**config.mk**
```make
export PLATFORM = sky130hd
export DESIGN_NAME = phy_port_ctrl_status_regs
export DESIGN_NICKNAME = d
export VERILOG_FILES = /design/src/phy_port_pkg.sv /design/src/phy_port_ctrl_status_regs.sv
export SDC_FILE = /design/constraint.sdc
export NUM_CORES = 1
export LEC_CHECK = 0
export BUFFER_PORTS_ARGS = -buffer_cell sky130_fd_sc_hd__buf_2
export CORE_MARGIN = 4
export CORE_UTILIZATION = 57
export CTS_CLUSTER_SIZE = 25
export DETAILED_ROUTE_END_ITERATION = 7
export GPL_ROUTABILITY_DRIVEN = 1
export PLACE_DENSITY = 0.82
export SYNTH_ARGS = -nofsm -noshare
export SYNTH_HDL_FRONTEND = slang
export SYNTH_SLANG_ARGS = --single-unit
```
**constraint.sdc**
```tcl
create_clock -name sys_clk -period 5.6 [get_ports sys_clk]
set_clock_uncertainty 0.05 [all_clocks]
set_input_delay 1.12 -clock sys_clk [delete_from_list [all_inputs] [get_ports sys_clk]]
set_output_delay 1.12 -clock sys_clk [all_outputs]
set_load 0.02 [all_outputs]
```
**src/phy_port_pkg.sv**
```systemverilog
// shared constants and carrier types for the phy port register block
package phy_port_pkg;

  // register indices; the byte address is four times the index
  localparam logic [7:0] IDX_BASIC_CTRL = 8'hE4;
  localparam logic [7:0] IDX_ADVERTISE = 8'hEC;
  localparam logic [7:0] IDX_PARTNER = 8'hEE;
  localparam logic [7:0] IDX_SPECIAL = 8'hF4;
  localparam logic [7:0] IDX_PORT_CTRL = 8'hF6;
  localparam logic [7:0] IDX_PORT_STATUS = 8'hF8;

  // port control field positions
  localparam int PC_LED_OFF = 15;
  localparam int PC_TX_DIS = 14;
  localparam int PC_AN_RESTART = 13;
  localparam int PC_MDIX_DIS = 10;
  localparam int PC_MDIX_FORCE = 9;
  localparam int PC_AN_EN = 7;
  localparam int PC_SPEED = 6;
  localparam int PC_DUPLEX = 5;
  localparam int PC_ADV_LSB = 0;

  // basic control field positions, same storage as port control
  localparam int BC_LED_OFF = 0;
  localparam int BC_TX_DIS = 1;
  localparam int BC_MDIX_DIS = 3;
  localparam int BC_MDIX_FORCE = 4;
  localparam int BC_DUPLEX = 8;
  localparam int BC_AN_RESTART = 9;
  localparam int BC_AN_EN = 12;
  localparam int BC_SPEED = 13;

  // ability layout shared by advertisement and partner registers
  localparam int AB_PAUSE = 10;
  localparam int AB_LSB = 5;
  localparam logic [4:0] AB_SELECTOR = 5'h01;

  // special control / cable test field positions
  localparam int SC_RESULT_LSB = 13;
  localparam int SC_START = 12;
  localparam int SC_FORCE_LINK = 11;
  localparam int SC_LOOPBACK = 9;
  localparam int SC_COUNT_LSB = 0;

  // port status field positions
  localparam int ST_SPEED = 10;
  localparam int ST_DUPLEX = 9;
  localparam int ST_MDI = 7;
  localparam int ST_AN_DONE = 6;
  localparam int ST_LINK = 5;
  localparam int ST_PARTNER_LSB = 0;

  // cable test result codes
  localparam logic [1:0] CABLE_NORMAL = 2'h0;
  localparam logic [1:0] CABLE_OPEN = 2'h1;
  localparam logic [1:0] CABLE_SHORT = 2'h2;
  localparam logic [1:0] CABLE_FAIL = 2'h3;

  typedef struct packed {
    logic pause;
    logic fd100;
    logic hd100;
    logic fd10;
    logic hd10;
  } ability_type;

  typedef struct packed {
    logic led_off;
    logic tx_dis;
    logic an_restart;
    logic mdix_dis;
    logic mdix_force;
    logic an_en;
    logic speed100;
    logic full_dup;
    ability_type adv;
  } port_ctrl_type;

  // an_en, speed100, full_dup and all five advertised abilities set
  localparam port_ctrl_type PORT_CTRL_RST = 13'h00FF;

  typedef struct packed {
    ability_type partner;
    logic link_good;
    logic an_done;
    logic speed100;
    logic full_dup;
    logic mdi;
  } phy_status_type;

  typedef struct packed {
    logic tx_dis;
    logic an_en;
    logic mdix_auto;
    logic mdix_force;
    logic speed100;
    logic full_dup;
    ability_type adv;
    logic force_link;
    logic loopback;
  } phy_ctrl_type;

  typedef enum logic {CABLE_IDLE, CABLE_RUN} cable_state_type;

endpackage

```
**src/phy_port_ctrl_status_regs.sv**
```systemverilog
// avalon-mm register bank for one phy port: partner, cable test, control
//
// Contract
// (RULE1) partner ability bit 10 is read-only partner pause, equal to status bit 4
// (RULE2) partner bits 8..5 mirror status bits 3..0, partner speed/duplex
// (RULE3) partner bits 15..13 always read zero
// (RULE4) cable result: 00 normal, 01 open, 10 short, 11 test failed
// (RULE5) writing one to bit 12 starts cable test; clears itself when done
// (RULE6) bits 8..0 hold cable fault distance, about 0.4 m per count
// (RULE7) special bit 11 forces link pass
// (RULE8) special bit 9 enables remote loopback receive to transmit
// (RULE9) port control bit 15 drives all four led pins high
// (RULE10) port control bit 14 disables the transmitter
// (RULE11) writing one to port control bit 13 restarts auto-negotiation
// (RULE12) port control bit 10 disables automatic crossover
// (RULE13) bit 9 forces mdi-x only while automatic crossover is disabled
// (RULE14) bit 7 enables auto-negotiation; else speed/duplex from bits 6, 5
// (RULE15) bit 6 forces 100 when set, 10 when clear, without negotiation
// (RULE16) bit 5, default one, forces full duplex; half when clear
// (RULE17) bit 4 controls pause advertisement
// (RULE18) bit 3 controls 100 full duplex advertisement
// (RULE19) port control bits share storage with basic control bits
// (RULE20) bits 2..0 advertise 100 half, 10 full, 10 half; alias advert 7..5
// (RULE21) port status bit 4 reports partner pause, same as partner bit 10
// (RULE22) writes to read-only and reserved fields are ignored
//
// The Avalon-MM slave port was chosen for this implementation.
`timescale 1ns/1ps
module phy_port_ctrl_status_regs
  import phy_port_pkg::*;
#(
  parameter int ADDR_W = 10,
  parameter int CABLE_TIMEOUT = 1000000
) (
  input wire logic sys_clk, // system clock
  input wire logic rst, // async reset, active high
  input wire logic [ADDR_W-1:0] address, // byte address
  input wire logic read, // avalon read
  input wire logic write, // avalon write
  input wire logic [3:0] byteenable, // byte lanes
  input wire logic [31:0] writedata, // write data
  output logic [31:0] readdata, // read data
  output logic waitrequest, // stall, low one cycle per access
  input wire phy_status_type status_in, // live phy status
  input wire logic cable_done, // cable test finished pulse
  input wire logic [1:0] cable_result, // result code with done
  input wire logic [8:0] cable_count, // fault distance with done
  input wire logic [3:0] led_activity, // led levels in normal use
  output logic [3:0] port_led_pin, // led pins
  output phy_ctrl_type ctrl_out, // control toward the phy core
  output logic an_restart, // restart negotiation pulse
  output logic cable_start // start cable test pulse
);

  localparam int TW = $clog2(CABLE_TIMEOUT + 1);
  localparam logic [TW-1:0] TIMER_END = TW'(CABLE_TIMEOUT - 1);

  logic waitrequest_r;
  logic [31:0] readdata_r;
  logic [15:0] rd_word;
  port_ctrl_type ctrl_r, ctrl_nxt;
  phy_ctrl_type ctrl_out_r;
  logic [3:0] led_r;
  logic force_link_r, force_link_nxt;
  logic loopback_r, loopback_nxt;
  cable_state_type cable_r;
  logic [1:0] result_r;
  logic [8:0] count_r;
  logic [TW-1:0] timer_r;
  logic an_restart_r;
  logic cable_start_r;
  logic wr_go, test_go, restart_go;

  function automatic logic hit(input logic [ADDR_W-1:0] a,
                               input logic [7:0] idx);
    return a[ADDR_W-1:2] == (ADDR_W-2)'(idx);
  endfunction

  // byte-lane merge of a write into the current image
  function automatic logic [15:0] merge(input logic [15:0] old,
                                        input logic [31:0] wd,
                                        input logic [3:0] be);
    return {be[1] ? wd[15:8] : old[15:8], be[0] ? wd[7:0] : old[7:0]};
  endfunction

  function automatic logic [15:0] pc_img(input port_ctrl_type c);
    logic [15:0] v;
    v = 16'h0000;
    v[PC_LED_OFF] = c.led_off;
    v[PC_TX_DIS] = c.tx_dis;
    v[PC_AN_RESTART] = c.an_restart;
    v[PC_MDIX_DIS] = c.mdix_dis;
    v[PC_MDIX_FORCE] = c.mdix_force;
    v[PC_AN_EN] = c.an_en;
    v[PC_SPEED] = c.speed100;
    v[PC_DUPLEX] = c.full_dup;
    v[PC_ADV_LSB +: 5] = c.adv;
    return v;
  endfunction

  function automatic logic [15:0] bc_img(input port_ctrl_type c);
    logic [15:0] v;
    v = 16'h0000;
    v[BC_LED_OFF] = c.led_off;
    v[BC_TX_DIS] = c.tx_dis;
    v[BC_MDIX_DIS] = c.mdix_dis;
    v[BC_MDIX_FORCE] = c.mdix_force;
    v[BC_DUPLEX] = c.full_dup;
    v[BC_AN_RESTART] = c.an_restart;
    v[BC_AN_EN] = c.an_en;
    v[BC_SPEED] = c.speed100;
    return v;
  endfunction

  // pause at bit 10, speed/duplex abilities at 8..5, selector below
  function automatic logic [15:0] ab_img(input ability_type a);
    logic [15:0] v;
    v = 16'h0000;
    v[AB_PAUSE] = a.pause;
    v[AB_LSB +: 4] = a[3:0];
    v[4:0] = AB_SELECTOR;
    return v;
  endfunction

  // a write commits only at the edge where waitrequest is seen low
  assign wr_go = write && !waitrequest_r;
  assign test_go = wr_go && hit(address, IDX_SPECIAL) && byteenable[1]
                   && writedata[SC_START];
  assign restart_go = wr_go && ((hit(address, IDX_PORT_CTRL)
                      && byteenable[1] && writedata[PC_AN_RESTART])
                      || (hit(address, IDX_BASIC_CTRL)
                      && byteenable[1] && writedata[BC_AN_RESTART]));

  // one wait cycle per access, then one ready cycle
  always_ff @(posedge sys_clk or posedge rst) begin
    if (rst) begin
      waitrequest_r <= 1'b1;
    end else if ((read || write) && waitrequest_r) begin
      waitrequest_r <= 1'b0;
    end else begin
      waitrequest_r <= 1'b1;
    end
  end

  // read image; unmapped addresses read zero
  always_comb begin
    rd_word = 16'h0000;
    if (hit(address, IDX_PORT_CTRL)) begin
      rd_word = pc_img(ctrl_r);
    end else if (hit(address, IDX_BASIC_CTRL)) begin
      rd_word = bc_img(ctrl_r); // see (RULE19)
    end else if (hit(address, IDX_ADVERTISE)) begin
      rd_word = ab_img(ctrl_r.adv); // see (RULE20)
    end else if (hit(address, IDX_PARTNER)) begin
      rd_word = ab_img(status_in.partner); // see (RULE1) see (RULE2)
    end else if (hit(address, IDX_SPECIAL)) begin
      rd_word[SC_RESULT_LSB +: 2] = result_r; // see (RULE4)
      rd_word[SC_START] = (cable_r == CABLE_RUN); // see (RULE5)
      rd_word[SC_FORCE_LINK] = force_link_r;
      rd_word[SC_LOOPBACK] = loopback_r;
      rd_word[SC_COUNT_LSB +: 9] = count_r; // see (RULE6)
    end else if (hit(address, IDX_PORT_STATUS)) begin
      rd_word[ST_SPEED] = status_in.speed100;
      rd_word[ST_DUPLEX] = status_in.full_dup;
      rd_word[ST_MDI] = status_in.mdi;
      rd_word[ST_AN_DONE] = status_in.an_done;
      rd_word[ST_LINK] = status_in.link_good;
      rd_word[ST_PARTNER_LSB +: 5] = status_in.partner; // see (RULE21)
    end
  end

  // read data captured as waitrequest drops, held until the next read
  always_ff @(posedge sys_clk or posedge rst) begin
    if (rst) begin
      readdata_r <= 32'h0000_0000;
    end else if (read && waitrequest_r) begin
      readdata_r <= {16'h0000, rd_word}; // see (RULE3) see (RULE22)
    end
  end

  // one storage for port control, basic control and advertisement views
  always_comb begin
    logic [15:0] m;
    m = 16'h0000;
    ctrl_nxt = ctrl_r;
    if (wr_go && hit(address, IDX_PORT_CTRL)) begin
      m = merge(pc_img(ctrl_r), writedata, byteenable);
      ctrl_nxt.led_off = m[PC_LED_OFF]; // see (RULE9)
      ctrl_nxt.tx_dis = m[PC_TX_DIS]; // see (RULE10)
      ctrl_nxt.an_restart = m[PC_AN_RESTART]; // see (RULE11)
      ctrl_nxt.mdix_dis = m[PC_MDIX_DIS]; // see (RULE12)
      ctrl_nxt.mdix_force = m[PC_MDIX_FORCE]; // see (RULE13)
      ctrl_nxt.an_en = m[PC_AN_EN]; // see (RULE14)
      ctrl_nxt.speed100 = m[PC_SPEED]; // see (RULE15)
      ctrl_nxt.full_dup = m[PC_DUPLEX]; // see (RULE16)
      ctrl_nxt.adv = m[PC_ADV_LSB +: 5]; // see (RULE17) see (RULE18)
    end else if (wr_go && hit(address, IDX_BASIC_CTRL)) begin
      m = merge(bc_img(ctrl_r), writedata, byteenable);
      ctrl_nxt.led_off = m[BC_LED_OFF]; // see (RULE19)
      ctrl_nxt.tx_dis = m[BC_TX_DIS];
      ctrl_nxt.mdix_dis = m[BC_MDIX_DIS];
      ctrl_nxt.mdix_force = m[BC_MDIX_FORCE];
      ctrl_nxt.full_dup = m[BC_DUPLEX];
      ctrl_nxt.an_restart = m[BC_AN_RESTART];
      ctrl_nxt.an_en = m[BC_AN_EN];
      ctrl_nxt.speed100 = m[BC_SPEED];
    end else if (wr_go && hit(address, IDX_ADVERTISE)) begin
      // selector and reserved bits are not stored, so writes drop them
      m = merge(ab_img(ctrl_r.adv), writedata, byteenable);
      ctrl_nxt.adv.pause = m[AB_PAUSE]; // see (RULE17)
      ctrl_nxt.adv[3:0] = m[AB_LSB +: 4]; // see (RULE20)
    end
  end

  always_ff @(posedge sys_clk or posedge rst) begin
    if (rst) begin
      ctrl_r <= PORT_CTRL_RST;
    end else begin
      ctrl_r <= ctrl_nxt;
    end
  end

  // special register control bits; result and count take no writes
  always_comb begin
    logic [15:0] m;
    m = merge({4'h0, force_link_r, 1'b0, loopback_r, 9'h000},
              writedata, byteenable);
    force_link_nxt = force_link_r;
    loopback_nxt = loopback_r;
    if (wr_go && hit(address, IDX_SPECIAL)) begin
      force_link_nxt = m[SC_FORCE_LINK]; // see (RULE7)
      loopback_nxt = m[SC_LOOPBACK]; // see (RULE8)
    end
  end

  always_ff @(posedge sys_clk or posedge rst) begin
    if (rst) begin
      force_link_r <= 1'b0;
      loopback_r <= 1'b0;
    end else begin
      force_link_r <= force_link_nxt;
      loopback_r <= loopback_nxt;
    end
  end

  // cable test sequencer; a fresh start wins over a done in the same cycle
  // a lost done would hang the test, so a timeout reports failure
  always_ff @(posedge sys_clk or posedge rst) begin
    if (rst) begin
      cable_r <= CABLE_IDLE;
      result_r <= CABLE_NORMAL;
      count_r <= 9'h000;
      timer_r <= '0;
      cable_start_r <= 1'b0;
    end else begin
      cable_start_r <= 1'b0;
      case (cable_r)
        CABLE_IDLE: begin
          if (test_go) begin
            cable_r <= CABLE_RUN; // see (RULE5)
            cable_start_r <= 1'b1;
            timer_r <= '0;
          end
        end
        CABLE_RUN: begin
          timer_r <= timer_r + 1'b1;
          if (test_go && cable_done) begin
            cable_start_r <= 1'b1;
            timer_r <= '0;
          end else if (cable_done) begin
            cable_r <= CABLE_IDLE; // see (RULE5)
            result_r <= cable_result; // see (RULE4)
            count_r <= cable_count; // see (RULE6)
          end else if (timer_r == TIMER_END) begin
            cable_r <= CABLE_IDLE;
            result_r <= CABLE_FAIL; // see (RULE4)
            count_r <= 9'h000;
          end
        end
        default: begin
          cable_r <= CABLE_IDLE;
        end
      endcase
    end
  end

  // negotiation restart pulse on any write of one to the restart bit
  always_ff @(posedge sys_clk or posedge rst) begin
    if (rst) begin
      an_restart_r <= 1'b0;
    end else begin
      an_restart_r <= restart_go; // see (RULE11)
    end
  end

  // registered phy controls; force mdi-x is gated by auto disable
  always_ff @(posedge sys_clk or posedge rst) begin
    if (rst) begin
      ctrl_out_r <= '0;
    end else begin
      ctrl_out_r.tx_dis <= ctrl_r.tx_dis; // see (RULE10)
      ctrl_out_r.an_en <= ctrl_r.an_en; // see (RULE14)
      ctrl_out_r.mdix_auto <= !ctrl_r.mdix_dis; // see (RULE12)
      ctrl_out_r.mdix_force <= ctrl_r.mdix_dis
                               && ctrl_r.mdix_force; // see (RULE13)
      ctrl_out_r.speed100 <= ctrl_r.speed100; // see (RULE15)
      ctrl_out_r.full_dup <= ctrl_r.full_dup; // see (RULE16)
      ctrl_out_r.adv <= ctrl_r.adv; // see (RULE18) see (RULE20)
      ctrl_out_r.force_link <= force_link_r; // see (RULE7)
      ctrl_out_r.loopback <= loopback_r; // see (RULE8)
    end
  end

  // leds off means pins held high
  always_ff @(posedge sys_clk or posedge rst) begin
    if (rst) begin
      led_r <= 4'hF;
    end else begin
      led_r <= ctrl_r.led_off ? 4'hF : led_activity; // see (RULE9)
    end
  end

  assign readdata = readdata_r;
  assign waitrequest = waitrequest_r;
  assign ctrl_out = ctrl_out_r;
  assign port_led_pin = led_r;
  assign an_restart = an_restart_r;
  assign cable_start = cable_start_r;

  logic rd_pa, rd_st, rd_bc;
  assign rd_pa = read && waitrequest_r && hit(address, IDX_PARTNER);
  assign rd_st = read && waitrequest_r && hit(address, IDX_PORT_STATUS);
  assign rd_bc = read && waitrequest_r && hit(address, IDX_BASIC_CTRL);
endmodule

```
-- After elaboration in Yosys (flattened, before gate mapping)
Index checks and enable logic that the tools add are counted.
- register bits: 83
- input bits: 76
- word-level logic and storage cells: 122
- add/subtract/negate cells: 1
- eq/ne operators: 13
- muxes and demuxes: 37
- bitwise gates (word level): 2
- reduce and logical (&&, ||, !) cells: 32
- operators by type and width (operator ; count):
    equality test 8 bit (second input constant) ; 6
    2-to-1 mux 8 bit ; 6
    2-to-1 mux 15 bit ; 3
    2-to-1 mux 20 bit ; 2
    case mux 20 bit (2 select lines) ; 1
    adder 20 x 1 -> 20 bit (second input constant) ; 1
    equality test 20 bit (second input constant) ; 1
    2-to-1 mux 9 bit ; 2
    logical AND 1 bit ; 16
    2-to-1 mux 16 bit ; 1
    2-to-1 mux 5 bit ; 3
    2-to-1 mux 13 bit ; 1
    AND reduction 3 bit ; 4
    != test 2 bit (second input constant) ; 5
    nonzero test 2 bit ; 5
    2-to-1 mux 1 bit ; 9
    2-to-1 mux 4 bit ; 2
    AND reduction 4 bit ; 2
    2-to-1 mux 2 bit ; 3
    2-to-1 mux 6 bit ; 1
    case mux 1 bit (2 select lines) ; 2
    2-to-1 mux 3 bit ; 1
    != test 3 bit (second input constant) ; 1
    zero test 1 bit ; 2
    3 further kinds ; 5

-- Logic depth before layout (Yosys ltp)
- word-level depth: 8
- gate-level depth with buffers: 7
- mapped depth without buffers: 5

-- Worst setup path after synthesis
OpenSTA, ideal clock, no wires.
- path kind: input to register
- start: input port address[3]
- end: register ctrl_r[11] in the netlist's numbering
- library setup time: 0.125 ns
- arrival time: 2.565 ns
- path slack: 2.860 ns
- stages: 5
- path through: buf_6 -> nor4b_4 -> nand3_2 -> a21oi_4 -> mux2_2
- longest elaborated chain between the ends: 4
- elaborated cells between the ends (all ways): 9
- classes of those cells: 3 x eq/ne; 1 x mux; 5 x reduce/logical
- RTL lines (element ; RTL line ; text):
    start: declaration ; phy_port_ctrl_status_regs.sv:37 ; input wire logic [ADDR_W-1:0] address,
    equality test 8 bit, on equally long branches ; - ;
    logical AND 1 bit, on equally long branches ; phy_port_ctrl_status_regs.sv:186, phy_port_ctrl_status_regs.sv:197 ;
    != test 2 bit (no line) or nonzero test 2 bit (tied branches) ; - ;
    AND reduction 3 bit (no line) ; - ;
    end signal: assignment ; phy_port_ctrl_status_regs.sv:219 ; ctrl_r <= ctrl_nxt;
    end: declaration ; phy_port_ctrl_status_regs.sv:61 ; port_ctrl_type ctrl_r, ctrl_nxt;
Parallel ways exist; a longest one is shown, timed or not.
A chain may end at the register's enable or synchronous reset.

-- Worst setup path in the final report
- start: input port address[6]
- end: register readdata_r[6], in the netlist readdata[6]
- longest elaborated chain between the ends: 7
- elaborated cells between the ends (all ways): 12
- classes of those cells: 6 x eq/ne; 6 x mux
- RTL lines (element ; RTL line ; text):
    equality test 8 bit ; - ;
    2-to-1 mux 8 bit ; phy_port_ctrl_status_regs.sv:162 ; end else if (hit(address, IDX_PORT_STATUS)) begin
    2-to-1 mux 8 bit ; phy_port_ctrl_status_regs.sv:156 ; end else if (hit(address, IDX_SPECIAL)) begin
    2-to-1 mux 15 bit ; phy_port_ctrl_status_regs.sv:154 ; end else if (hit(address, IDX_PARTNER)) begin
    2-to-1 mux 15 bit ; phy_port_ctrl_status_regs.sv:152 ; end else if (hit(address, IDX_ADVERTISE)) begin
    2-to-1 mux 15 bit ; phy_port_ctrl_status_regs.sv:150 ; end else if (hit(address, IDX_BASIC_CTRL)) begin
    2-to-1 mux 16 bit (*) ; phy_port_ctrl_status_regs.sv:148 ; if (hit(address, IDX_PORT_CTRL)) begin
    end signal: assignment ; phy_port_ctrl_status_regs.sv:177 ; readdata_r <= {16'h0000, rd_word};
    end: declaration ; phy_port_ctrl_status_regs.sv:59 ; logic [31:0] readdata_r;
Every way passes the cells marked *; elsewhere a longest branch is shown, timed or not.

==> impl_metrics.tcl <==
set metrics [dict create \
    grt_overflow 0 \
    cp-end-kind "register" \
    cts_tree "done" \
    initial_core_util_pct 59.0 \
    p_sw_share_pct 30.5 \
    rows 32 \
    critPathArrivalTime_ns 3.25 \
    die_w_um 97.9 \
    firstDrtPassIters 5 \
    r2r_setup_slack_ns 3.36 \
    drt_iter0_markers 446 \
    drv_cap 0 \
    power_frac_comb_pct 12.3 \
    seq_area_frac_synth_pct 45.4 \
    power.density_mw_per_mm2 235 \
    io_buffers 91 \
    cts_resized 0 \
    crit_slowest_cell "a2111oi_0" \
    synthXorXnorAreaFrac_pct 0.951 \
    drive_gt1_share_pct 28.8 \
    grt_start_max_net_pins 44 \
    synthCells 468 \
    p_int_uw 852 \
    muxShareOfSynthArea_pct 4.67 \
    crit_chain "buf_2 -> nand4_1 -> a2111oi_0 -> o22ai_1 -> o211ai_1" \
    finalMaxSlewViolations 0 \
    synth.largest_area_cell "dfrtp_1" \
    synth_top_area_share_pct 38.0 \
    irDropWorstVdd_uv 128 \
    cp-start-kind "input port" \
    globalplace.congestion 0.926 \
    worstMarginPinSlew_ns 0.805 \
    setup_viol 0 \
    grt_util_all_layers_pct 24.6 \
    wire_per_inst_um 18.3 \
    ys.flop_type "dfrtp_1" \
    hp-class "register to register" \
    die_h_um 97.9 \
    critPathKind "input port to register" \
    max_slew_margin_pct 46.1 \
    clock-root-buffer "clkbuf_8" \
    vias 4000 \
    synth_most_common_cell "dfrtp_1" \
    clock_power_share_pct 35.4 \
    hp-start "force_link_r" \
    hold_viol 0 \
    grt_pass1_wl_mm 19.1 \
    synthSimpleGateAreaFrac_pct 23.0 \
    fin_util_pct 66.7 \
    m1WireLength_mm 5.11 \
    cts.sinks 83 \
    syn_area_per_cell_sq_um 9.84 \
    syn_area_sq_mm 0.00461 \
    synthArstFlopShare_pct 100 \
    io_pins 128 \
    clk_latency_ns 0.37 \
    grt_pass1_vias 3749 \
    ys_types 73 \
    path_max_fanout 17 \
    status "complete, no violations" \
    diodes 0 \
    highest_layer "met4" \
    synth_common_cells "dfrtp_1 (70), nand2_1 (53), nand3_1 (21)" \
    die_area_sq_mm 0.00958 \
    p_sw_uw 373 \
    via_per_inst 6.17 \
    synth.area.top_cells "dfrtp_1 (38%), dfstp_2 (7.4%), nand2_1 (4.3%), mux2_2 (2.9%), buf_4 (2.6%)" \
    synth-edff-count 0 \
    dp_hpwl_mm 8.68 \
    synth-seq-cells 83 \
    whs_path_depth 0 \
    worstRegToRegCells 4 \
    yosysWarnings 0 \
    synthAdderAreaFrac_pct 0.272 \
    clockBufferDepth 2 \
    leakagePower_nw 2.28 \
    route.met3.wl_mm 1.11 \
    pwr-share-seq_pct 52.3 \
    nNetsFinal 618 \
    post-cts-setup-buffers 0 \
    synth_top_family_by_area "simple AND/OR/NAND/NOR gates" \
    detail-route-antenna-nets 0 \
    antenna_found_initial 0 \
    timing.final.crit_share_pct 53.7 \
    design.core.area_sq_mm 0.00781 \
    wl_mm 11.9 \
    cts_buffers 9 \
    rsz0062_at_grt "no" \
    drc_errors 0 \
    period_minus_slack_ns 3.01 \
    clkSlewWorstSetupHoldPaths_ns 0.10 \
    htree_levels 3 \
    cts_hold_buf 0 \
    n_fill_cell 647 \
    fin_tns_setup_ns 0 \
    hold_path_end "ctrl_out[1]" \
    rr_endpoint "force_link_r" \
    max_freq_mhz 332 \
    routed-wl-met2_mm 5.39 \
    rr_startpoint "waitrequest" \
    required_ns 5.84 \
    max_stage_delay_ns 0.79 \
    area_growth_pct 13.1 \
    synth_compound_area_share_pct 19.0 \
]
-- power groups by stage --
stage	Combinational [mW]	Clock (mW)	Sequential (mW)
after detailed placement	0.148	0	0.652
after CTS	0.149	0.440	0.641
after global placement	0.144	0	0.651
after global routing	0.165	0.471	0.644
after floorplan	0.0962	0	0.658
final	0.150	0.434	0.641
-- layout by cell type (no fill, tap or decap), types with 13 or more instances in the layout --
cell type / count
nand3_1: 21
nor2_1: 20
nand2_1: 53
o21ai_0: 14
buf_2: 91
nand4_1: 17
conb_1: 16
dfstp_2: 13
a21oi_1: 15
dfrtp_1: 70
-- flip-flops by register name, summed over array words and instances (netlist names) --
name          count
force_link_r      1
port_led_pin      4
result_r          2
loopback_r        1
ctrl_r           13
timer_r          20
waitrequest       1
count_r           9
cable_r           1
cable_start       1
ctrl_out         13
readdata         16
an_restart        1
-- metrics by stage --
| step | cells | hold slack [ns] | total power, mW | cell area, sq um | setup slack (ns) |
|---|---|---|---|---|---|
| 2_1_floorplan | 483 | 0.320 | 0.755 | 4660 | 2.31 |
| 3_5_place_dp | 632 | 0.336 | 0.800 | 5010 | 2.36 |
| 6_report | 648 | 0.351 | 1.23 | 5210 | 2.59 |
| 5_1_grt | 648 | 0.365 | 1.28 | 5210 | 2.52 |
| 3_3_place_gp | 632 | 0.329 | 0.795 | 5010 | 2.41 |
| 4_1_cts | 648 | 0.355 | 1.23 | 5210 | 2.72 |
-- cells by family (layout without fill, tap and decap cells) --
family                     Yosys count  after routing
adders and majority gates            1              1
muxes                               20             20
AOI/OAI and AO/OA                  110            110
other                                1             16
xor gates and xnor gates             5              5
buffers and inverters               56            119
and+or+nand+nor                    192            192
DFF                                 83             83
-- how the worst max path moves through the flow --
| stage | start | to | slack (ns) |
|---|---|---|---|
| 2_1_floorplan | rst | an_restart | 2.31 |
| 3_3_place_gp | address[6] | timer_r[11] | 2.41 |
| 3_5_place_dp | address[6] | timer_r[11] | 2.36 |
| 4_1_cts | address[6] | timer_r[11] | 2.72 |
| 5_1_grt | address[6] | timer_r[11] | 2.52 |
| 6_report | address[6] | readdata[6] | 2.59 |
-- worst max-delay path, delay by kind of cell --
kind | cells | cell delay (ns)
AOI/OAI and AO/OA | 3 | 1.25
buffers and inverters | 1 | 0.28
and+or+nand+nor | 1 | 0.58
-- final cells by class --
cell class | instances | area (sq um) | area share (%)
repair buffers | 94 | 478 | 9.18
clock inverters | 7 | 78.8 | 1.51
multi-input cells | 344 | 2270 | 43.6
well taps | 102 | 128 | 2.45
clock buffers | 9 | 124 | 2.38
inverters | 9 | 35.0 | 0.673
flip-flops and latches | 83 | 2090 | 40.2
-- per-layer routing --
metal | up-vias | global-route usage, %
met5 | - | 0
li1 | 1852 | -
met2 | 218 | 37.3
met3 | 31 | 4.64
met1 | 1899 | 35.9
met4 | 0 | 7.99
Note: power is estimated with default switching activity, not from simulation.
